===== src/core/cdse_map.svh =====
// constants, field positions and timing counts for the decode and standby block
// Operation
// - pending enabled interrupt before standby with interrupts off: standby is a no-operation.
// - interrupt during/after standby with interrupts off: execute, clear watchdog, set flags, wake.
// - crystal modes wait 1024 oscillator periods on wake; others skip the wait.
// - wake with interrupts on branches to 0004h, otherwise continue after standby.
// - each instruction is one 14-bit word in byte, bit or literal/control category.
// - byte operations write working register when dest is 0, file register when 1.
// - file address field selects 0x00 to 0x7F in the current bank.
// - bit field picks one bit of the addressed 8-bit register.
// - literal field is an 8-bit constant or an 11-bit jump/call target.
// - don't-care opcode bits never change the decode.
// - one instruction cycle is four oscillator periods.
// - taken tests or program counter changes take two cycles, second a no-operation.
// - any file-register instruction reads, modifies, then writes back the register; here bit tests and byte operations with dest 0 read without a file write-back.
// - the read phase on the port register counts as a port read.
// - standby is 00 0000 0110 0011, one cycle, affects both status flags.
// - clear-watchdog is 00 0000 0110 0100, one cycle, affects both status flags.
// - the watchdog clears on every wake from standby.
`ifndef CDSE_MAP_SVH
`define CDSE_MAP_SVH
`define CDSE_WORD_W        14
`define CDSE_FADDR_LSB     0
`define CDSE_FADDR_W       7
`define CDSE_DEST_BIT      7
`define CDSE_BSEL_LSB      7
`define CDSE_BSEL_W        3
`define CDSE_K8_W          8
`define CDSE_K11_W         11
`define CDSE_OP_STANDBY    14'h0063
`define CDSE_OP_CLRWD      14'h0064
`define CDSE_OP_RETURN     14'h0008
`define CDSE_OP_RETFIE     14'h0009
`define CDSE_INT_VECTOR    13'h0004
`define CDSE_PHASES        4
`define CDSE_OST_PERIODS   1024
`endif


===== src/core/cdse_pkg.sv =====
// types for the decode and standby block
package cdse_pkg;
  typedef enum logic [1:0] {
    CAT_BYTE = 2'b00,
    CAT_BIT  = 2'b01,
    CAT_LIT  = 2'b10
  } cdse_cat_t;

  typedef enum logic [1:0] {
    ST_RUN   = 2'b00,
    ST_SLEEP = 2'b01,
    ST_OST   = 2'b10
  } cdse_state_t;

  typedef struct packed {
    cdse_cat_t   category;
    logic        fileOp;
    logic        destFile;
    logic [6:0]  fileAddr;
    logic [2:0]  bitSel;
    logic [7:0]  lit8;
    logic [10:0] lit11;
    logic        isStandby;
    logic        isClearWd;
    logic        isJump;
    logic        isCall;
    logic        isReturn;
    logic        isSkip;
    logic        skipOnZero;
  } cdse_dec_t;
endpackage


===== src/core/cdse_phase_gen.sv =====
// divider that forms the four-phase instruction cycle
`timescale 1ns/1ps
`include "cdse_map.svh"
module cdse_phase_gen #(
  parameter int PHASES = `CDSE_PHASES
) (
  // clock and reset
  input  wire logic clk,
  input  wire logic rstn,
  // control
  input  wire logic run,
  // phase outputs
  output logic      cycleEnd,
  output logic      readPhase,
  output logic      writePhase
);
  logic [1:0] phase;

  // quarter counter, held at zero while stopped so a restart is aligned
  always_ff @(posedge clk or negedge rstn) begin
    if (!rstn) begin
      phase <= 2'h0;
    end else if (!run) begin
      phase <= 2'h0;
    end else begin
      phase <= phase + 2'h1;
    end
  end

  assign readPhase  = run && (phase == 2'h1);
  assign writePhase = run && (phase == 2'(PHASES - 1));
  assign cycleEnd   = writePhase;
endmodule // cdse_phase_gen


===== src/core/cdse_core.sv =====
// instruction decode, sequencing and standby entry for the core
`timescale 1ns/1ps
`include "cdse_map.svh"
module cdse_core #(
  parameter int OST_PERIODS = `CDSE_OST_PERIODS
) (
  // clock and reset
  input  wire logic                    clk,
  input  wire logic                    rstn,
  // program memory side
  input  wire logic [`CDSE_WORD_W-1:0] instrWord,
  output logic [12:0]                  programCounter,
  // execution feedback
  input  wire logic                    testTrue,
  input  wire logic [12:0]             returnAddr,
  input  wire logic [1:0]              bankSelect,
  input  wire logic [8:0]              portRegAddr,
  // interrupt and mode inputs
  input  wire logic                    globalIntEnable,
  input  wire logic                    intPending,
  input  wire logic                    wdtTimeout,
  input  wire logic                    crystalMode,
  // file register access
  output logic [8:0]                   fileAddr,
  output logic [2:0]                   bitSel,
  output logic                         fileRead,
  output logic                         fileWrite,
  output logic                         workWrite,
  output logic                         portRead,
  output logic [10:0]                  literal,
  // status outputs
  output logic                         timeoutFlag,
  output logic                         powerdownFlag,
  output logic                         watchdogClear,
  output logic                         sleeping,
  output logic                         intVectorTaken
);
  cdse_pkg::cdse_dec_t   dec;
  cdse_pkg::cdse_state_t state;
  logic                  cycleEnd;
  logic                  readPhase;
  logic                  writePhase;
  logic                  flushCycle;
  logic                  flushKeepPc;
  logic                  running;
  logic [10:0]           ostCount;
  logic                  execStandby;
  logic                  wakeNow;
  logic                  wakeDone;

  // full decode of one word; x positions are never looked at
  function automatic cdse_pkg::cdse_dec_t decode(input logic [13:0] w);
    cdse_pkg::cdse_dec_t d;
    d = '0;
    d.fileAddr = w[`CDSE_FADDR_LSB +: `CDSE_FADDR_W];
    d.bitSel   = w[`CDSE_BSEL_LSB +: `CDSE_BSEL_W];
    d.lit8     = w[`CDSE_K8_W-1:0];
    d.lit11    = w[`CDSE_K11_W-1:0];
    d.destFile = w[`CDSE_DEST_BIT];
    case (w[13:12])
      2'b00: begin
        d.category  = cdse_pkg::CAT_BYTE;
        d.isStandby = (w == `CDSE_OP_STANDBY);
        d.isClearWd = (w == `CDSE_OP_CLRWD);
        d.isReturn  = (w == `CDSE_OP_RETURN) || (w == `CDSE_OP_RETFIE);
        // movwf/clrf/clrw/no-op group: only bit 7 and low bits matter
        d.fileOp    = (w[11:8] != 4'h0) || w[7];
        if (w[11:8] == 4'h1 && !w[7]) begin
          d.fileOp = 1'b0; // clear working register, bits 6:0 ignored
        end
        d.isSkip     = (w[11:8] == 4'hB) || (w[11:8] == 4'hF);
        d.skipOnZero = 1'b1;
      end
      2'b01: begin
        d.category = cdse_pkg::CAT_BIT;
        d.fileOp   = 1'b1;
        d.destFile = !w[11]; // clear and set write back, tests do not
        d.isSkip   = w[11];
      end
      2'b10: begin
        d.category = cdse_pkg::CAT_LIT;
        d.isJump   = w[11];
        d.isCall   = !w[11];
      end
      default: begin
        d.category = cdse_pkg::CAT_LIT;
        d.isReturn = (w[11:10] == 2'b01); // return with literal, bits 9:8 ignored
      end
    endcase
    return d;
  endfunction

  assign dec     = decode(instrWord);
  assign running = (state == cdse_pkg::ST_RUN);

  cdse_phase_gen u_phase (
    .clk        (clk),
    .rstn       (rstn),
    .run        (running),
    .cycleEnd   (cycleEnd),
    .readPhase  (readPhase),
    .writePhase (writePhase)
  );

  // standby with a pending enabled source and interrupts off acts as no-operation
  assign execStandby = running && cycleEnd && !flushCycle && dec.isStandby &&
                       !(intPending && !globalIntEnable);
  // a source arriving in standby always wakes, whatever the global enable
  assign wakeNow  = (state == cdse_pkg::ST_SLEEP) && (intPending || wdtTimeout);
  assign wakeDone = (state == cdse_pkg::ST_OST && ostCount == 11'(OST_PERIODS - 1)) ||
                    (wakeNow && !crystalMode);

  // standby sequencer
  always_ff @(posedge clk or negedge rstn) begin
    if (!rstn) begin
      state <= cdse_pkg::ST_RUN;
    end else begin
      case (state)
        cdse_pkg::ST_RUN: begin
          if (execStandby) begin
            state <= cdse_pkg::ST_SLEEP;
          end
        end
        cdse_pkg::ST_SLEEP: begin
          if (wakeNow) begin
            state <= crystalMode ? cdse_pkg::ST_OST : cdse_pkg::ST_RUN;
          end
        end
        cdse_pkg::ST_OST: begin
          if (wakeDone) begin
            state <= cdse_pkg::ST_RUN;
          end
        end
        default: state <= cdse_pkg::ST_RUN;
      endcase
    end
  end

  // oscillator start-up counter, one clock per oscillator period
  always_ff @(posedge clk or negedge rstn) begin
    if (!rstn) begin
      ostCount <= 11'h000;
    end else if (state == cdse_pkg::ST_OST) begin
      ostCount <= ostCount + 11'h001;
    end else begin
      ostCount <= 11'h000;
    end
  end

  // second cycle of taken skips and branches runs as a no-operation;
  // a branch already holds its target, so only a skip steps past the dropped word
  always_ff @(posedge clk or negedge rstn) begin
    if (!rstn) begin
      flushCycle  <= 1'b0;
      flushKeepPc <= 1'b0;
    end else if (running && cycleEnd) begin
      flushCycle  <= !flushCycle && (dec.isJump || dec.isCall || dec.isReturn ||
                                     (dec.isSkip && testTrue));
      flushKeepPc <= !flushCycle && (dec.isJump || dec.isCall || dec.isReturn);
    end
  end

  // program counter: vector on interrupt wake, in-line otherwise
  always_ff @(posedge clk or negedge rstn) begin
    if (!rstn) begin
      programCounter <= 13'h0000;
      intVectorTaken <= 1'b0;
    end else begin
      intVectorTaken <= 1'b0;
      if (wakeDone && intPending && globalIntEnable) begin
        programCounter <= `CDSE_INT_VECTOR;
        intVectorTaken <= 1'b1;
      end else if (running && cycleEnd) begin
        if (flushCycle) begin
          if (!flushKeepPc) begin
            programCounter <= programCounter + 13'h0001;
          end
        end else if (dec.isJump || dec.isCall) begin
          programCounter <= {programCounter[12:11], dec.lit11};
        end else if (dec.isReturn) begin
          programCounter <= returnAddr;
        end else if (!(dec.isStandby && execStandby)) begin
          programCounter <= programCounter + 13'h0001;
        end else begin
          programCounter <= programCounter + 13'h0001;
        end
      end
    end
  end

  // file access strobes: read always precedes the write-back
  always_ff @(posedge clk or negedge rstn) begin
    if (!rstn) begin
      fileAddr  <= 9'h000;
      bitSel    <= 3'h0;
      literal   <= 11'h000;
      fileRead  <= 1'b0;
      fileWrite <= 1'b0;
      workWrite <= 1'b0;
      portRead  <= 1'b0;
    end else begin
      fileAddr  <= {bankSelect, dec.fileAddr};
      bitSel    <= dec.bitSel;
      literal   <= dec.isJump || dec.isCall ? dec.lit11 : {3'h0, dec.lit8};
      fileRead  <= running && !flushCycle && dec.fileOp && readPhase;
      portRead  <= running && !flushCycle && dec.fileOp && readPhase &&
                   ({bankSelect, dec.fileAddr} == portRegAddr);
      fileWrite <= running && !flushCycle && dec.fileOp && dec.destFile &&
                   writePhase;
      // no-operation and control words of the byte group carry no result for the working register
      workWrite <= running && !flushCycle && writePhase &&
                   ((dec.category == cdse_pkg::CAT_BYTE && !dec.destFile &&
                     (dec.fileOp || instrWord[11:8] == 4'h1)) ||
                    (dec.category == cdse_pkg::CAT_LIT && !dec.isJump && !dec.isCall));
    end
  end

  // status flags and watchdog clear
  always_ff @(posedge clk or negedge rstn) begin
    if (!rstn) begin
      timeoutFlag   <= 1'b1;
      powerdownFlag <= 1'b1;
      watchdogClear <= 1'b0;
      sleeping      <= 1'b0;
    end else begin
      sleeping      <= (state != cdse_pkg::ST_RUN);
      watchdogClear <= 1'b0;
      if (execStandby) begin
        timeoutFlag   <= 1'b1;
        powerdownFlag <= 1'b0;
        watchdogClear <= 1'b1;
      end else if (running && cycleEnd && !flushCycle && dec.isClearWd) begin
        timeoutFlag   <= 1'b1;
        powerdownFlag <= 1'b1;
        watchdogClear <= 1'b1;
      end
      if (wdtTimeout && state != cdse_pkg::ST_RUN) begin
        timeoutFlag <= 1'b0;
      end
      if (state != cdse_pkg::ST_RUN) begin
        watchdogClear <= 1'b1; // held clear through wake and start-up
      end
    end
  end
endmodule // cdse_core


===== config.mk =====
export PLATFORM = sky130hd
export DESIGN_NAME = cdse_core
export DESIGN_NICKNAME = d
export VERILOG_FILES = /design/src/core/cdse_pkg.sv /design/src/core/cdse_phase_gen.sv /design/src/core/cdse_core.sv
export VERILOG_INCLUDE_DIRS = /design/src /design/src/core
export SDC_FILE = /design/constraint.sdc
export NUM_CORES = 1
export LEC_CHECK = 0
export BUFFER_PORTS_ARGS = -buffer_cell sky130_fd_sc_hd__buf_2
export CAP_MARGIN = 20
export CORE_MARGIN = 1.5
export CORE_UTILIZATION = 45
export DETAILED_ROUTE_END_ITERATION = 10
export GPL_TIMING_DRIVEN = 0
export PLACE_DENSITY = 0.72
export SETUP_SLACK_MARGIN = 0.15
export SLEW_MARGIN = 20
export SYNTH_ARGS = -nofsm -noshare
export SYNTH_HDL_FRONTEND = slang
export SYNTH_SLANG_ARGS = --single-unit
export TNS_END_PERCENT = 30

===== constraint.sdc =====
create_clock -name clk -period 2.3 [get_ports clk]
set_input_delay 0 -clock clk [delete_from_list [all_inputs] [get_ports clk]]
set_output_delay 0 -clock clk [all_outputs]
set_load 0.005 [all_outputs]

==> summary.md <==
| Metric | Value |
|---|---|
| Status | finished, final reports clean |
| Crit path DAT | ~2.4 ns |
| Wire per inst | 15.67 um |
| First-pass GRT wire length | around 12000 um |
| Placed wire-length estimate | 5373 um |
| Ys async rst share | 100.0% |
| RSZ-0062 raised after global routing | yes |
| Net Sw Power | 541.8 uW |
| Worst Max-Slew Pin Slew | between 0.6 and 0.7 ns |
| Vias | about 2600 |
| Synthesis-stage register bit count | 54 |
| Worst-case reg-to-reg path depth | 7 |
| Synth Area in XOR/XNOR | under 10% |
| R2R Setup Slk | 0.20 ns |
| Largest family of logic cells by synthesized area | simple AND/OR/NAND/NOR gates |
| Clock power share | ~34% |
| Commonest cells post-synth | 52 x dfrtp_1, 26 x nand2_1, 25 x nor2_1 |
| Critical Path Max Stage Delay | ~0.53 ns |
| Lkg Pwr | between 1.5 and 2 nW |
| DRC | 0 |
| Clk_skew | slightly above 0.005 ns |
| CP Class | reg2reg |
| Startpoint Class | flip-flop |
| CP cell instances | ha_1 -> or3b_2 -> a21oi_4 -> buf_4 -> o21ai_0 -> a311oi_1 -> a21o_1 |
| Hold Path Class | in2reg |
| Num CTS Buffers | 5 |
| Crit path to | programCounter[6] |
| Crit Path Max Fanout | 10 |
| 1st-iter DRT viols | roughly 160 |
| Largest net degree at the start of global routing | 55 |
| Clk slew on worst S/H paths | about 0.10 ns |
| Complex-gate fraction of the synthesized area | about 16% |
| Crit. path cell count | 7 |
| Fin. Hold Viols | 0 |
| Setup-failing EPs final | 0 |
| Die X | 82.38 um |
| Capture point of the worst reg-to-reg path | programCounter[6] |
| Root Driver | clkbuf_8 |
| PwrDens | around 540 nW/um^2 |
| Post-layout min period | 2.099 ns |
| Clk sinks | between 50 and 60 |
| Final Core Density | between 60% and 70% |
| Flop pwr share | 51.8% |
| Fin crit share | approximately nine tenths |
| Post-CTS setup buffer count | 0 |
| Worst setup margin | roughly 0.20 ns |
| Max Slew Vio Count | 0 |
| Mapped Cells | about 290 |
| Mean Syn Cell Area | 9.845 sq um |
| Worst reg2reg path startpoint | u_phase.phase[0] |
| Ys flop type | dfrtp_1 |
| Vias/cell | 5.501 |
| Yosys cell types | between 50 and 60 |
| Fmax | 0.4765 GHz |
| Sequential area share after synthesis | a little under half |
| Delay-heaviest family, CP | compound AO/OA/AOI/OAI gates |
| Peak VDD IR | between 0.2 and 0.3 mV |
| Post-synth EDFFs | 0 |
| Clk Latency, worst-skew pair | 0.32 ns |
| Cell-internal power | 1.473 mW |
| CP required | between 2 and 3 ns |
| Worst slew margin | 54.58% |
| Synth Area in Adders | around 1.8% |
| Syn_nets | ~340 |
| I/O pin count | 90 |
| GRT overflow | 0 |
| Die height | about 82 um |
| Initial antenna violation count | 0 |
| Yosys Warn Count | 0 |
| Worst slack at placement | -0.1337 ns |
| Cell Area, Placed | 3372 sq um |
| Layout area overhead | 31.91% |
| Port bufs | 88 |
| Mux cell area share after synthesis | 0.3530% |
| Clock buffer depth | 2 |
| Setup tns final | 0 ns |
| Max cap viols | 0 |
| Cell area after layout | approximately 3700 sq um |
| Core area | around 6000 sq um |
| Sw frac | 26.89% |
| Drt first pass iters | 4 |
| Gate power share | between 10 and 15% |
| Htree depth | 2 |
| CP Buf/Inv Count | 1 |
| Critical path launch point | u_phase.phase[0] |
| Cell taking the most area after synthesis | dfrtp_1 |
| Vias in the first global route | 2440 |
| Cell Rows | 28 |
| Share of cells above drive strength 1 | a little under a third |
| Initial Utilization | 47.33% |
| CTS tree | yes |
| CP Capture Type | flip-flop |
| Layout Nets | between 400 and 500 |
| Post-Synth Simple-Gate Area | roughly 23% |
| Top cell type's share of synthesized area | between 40% and 50% |
| Antenna Cells | 0 |
| Critical path's slowest cell | or3b_2 |
| Detail Route Antenna Nets | 0 |
| FILL cells | just over 500 |
| Die Area | ~6800 sq um |
| Gr usage total | around a quarter |
| Gpl congestion | approximately 0.84 |
| Area contributors post-synth | dfrtp_1 46%, xnor2_1 3.7%, nand2_1 3.4% |
| Synthesized area | 2835 sq um |
| Count leader, synth | dfrtp_1 |
| Final wirelength | around 7500 um |
[cells by family (layout without fill, tap and decap cells)]
family / after synthesis / after routing
AOI/OAI and AO/OA: 58 / 58
xor gates and xnor gates: 20 / 20
adders and majority gates: 4 / 4
buffers and inverters: 27 / 145
DFF: 54 / 54
muxes: 1 / 1
and+or+nand+nor: 124 / 124
[cells in the final DEF (no fill, tap or decap), types with 2 or more instances in the layout]
master and instances:
or4_4 3, buf_4 10, a2111oi_0 2, a211oi_1 7
a311oi_1 6, a21oi_1 4, nand3_1 15, nand4b_1 2
buf_2 87, nor2_1 25, dlygate4sd3_1 22, o21ai_0 9
o31ai_1 3, nor3b_1 2, or4_1 2, nand4_1 6
clkbuf_1 6, xor2_1 8, xnor2_1 12, o2bb2ai_1 2
and3_1 6, nor2b_1 3, ha_1 4, nand2_1 26
inv_1 8, nor3_1 8, clkbuf_8 5, dfstp_2 2
nor4_2 2, or2_2 6, a21oi_4 2, a21o_1 5
a22oi_1 4, o21ai_1 2, nor4_1 3, buf_6 2
and2_1 5, a32oi_1 2, nand2b_1 4, dfrtp_1 52
[what timing repair did]
item / in CTS / in global routing
hold buffers: 22 / 0
gates resized for setup: 5 / 5
hold endpoints to repair: 75 / 0
setup endpoints to repair: 14 / 13
[power groups by stage]
stage / Clock, mW / Sequential (mW) / Combinational (mW)
6_report: 0.676 / 1.04 / 0.294
3_3_place_gp: 0 / 1.06 / 0.261
2_1_floorplan: 0 / 1.05 / 0.134
4_1_cts: 0.694 / 1.04 / 0.297
3_5_place_dp: 0 / 1.06 / 0.266
5_1_grt: 0.730 / 1.05 / 0.333
[registers in the layout (all words and copies together), names as in the netlist, 2 cells and up]
register	cells
state	2
programCounter	13
u_phase.phase	2
bitSel	2
fileAddr	2
literal	11
ostCount	11
[worst min-delay path by stage]
stage,from,endpoint,depth (start not counted)
after floorplan,rstn,bitSel[1],0
after global placement,bankSelect[0],fileAddr[7],1
after detailed placement,rstn,sleeping,1
after CTS,portRegAddr[1],portRead,3
after global routing,portRegAddr[1],portRead,3
final,returnAddr[2],programCounter[2],3
[metal layers]
layer  vias to the layer above  track usage [%]  routed length, um
met1                      1250            29.79               3201
met4                         0            5.593                 59
li1                       1272                -                  -
met3                         5            4.615                659
met5                         -                0                  0
met2                       119            40.41               3616
[cell type report]
cell class	instances	area (sq um)	share of cell area, %
Multi-Input combinational cell	207	1360	36.37
Tap cell	75	93.84	2.509
Clock buffer	5	68.82	1.840
Clock inverter	3	48.80	1.305
Buffer	19	121.4	3.245
Inverter	8	30.03	0.8029
Sequential cell	54	1354	36.20
Timing Repair Buffer	110	663.1	17.73
[worst min-delay path, stage by stage]
cell and delay (ns):
buf_2 0.10, a2111oi_1 0.08, nor3_2 0.10
[metrics by stage]
step | instances | hold WS [ns] | total power [mW]
4_1_cts | 481 | 0.02138 | 2.035
2_1_floorplan | 288 | -0.2956 | 1.189
5_1_grt | 481 | 0.01189 | 2.115
6_report | 481 | 0.005429 | 2.014
3_3_place_gp | 451 | 0.1367 | 1.318
3_5_place_dp | 451 | 0.09359 | 1.326
No activity file was read; power rests on OpenSTA's default activity.
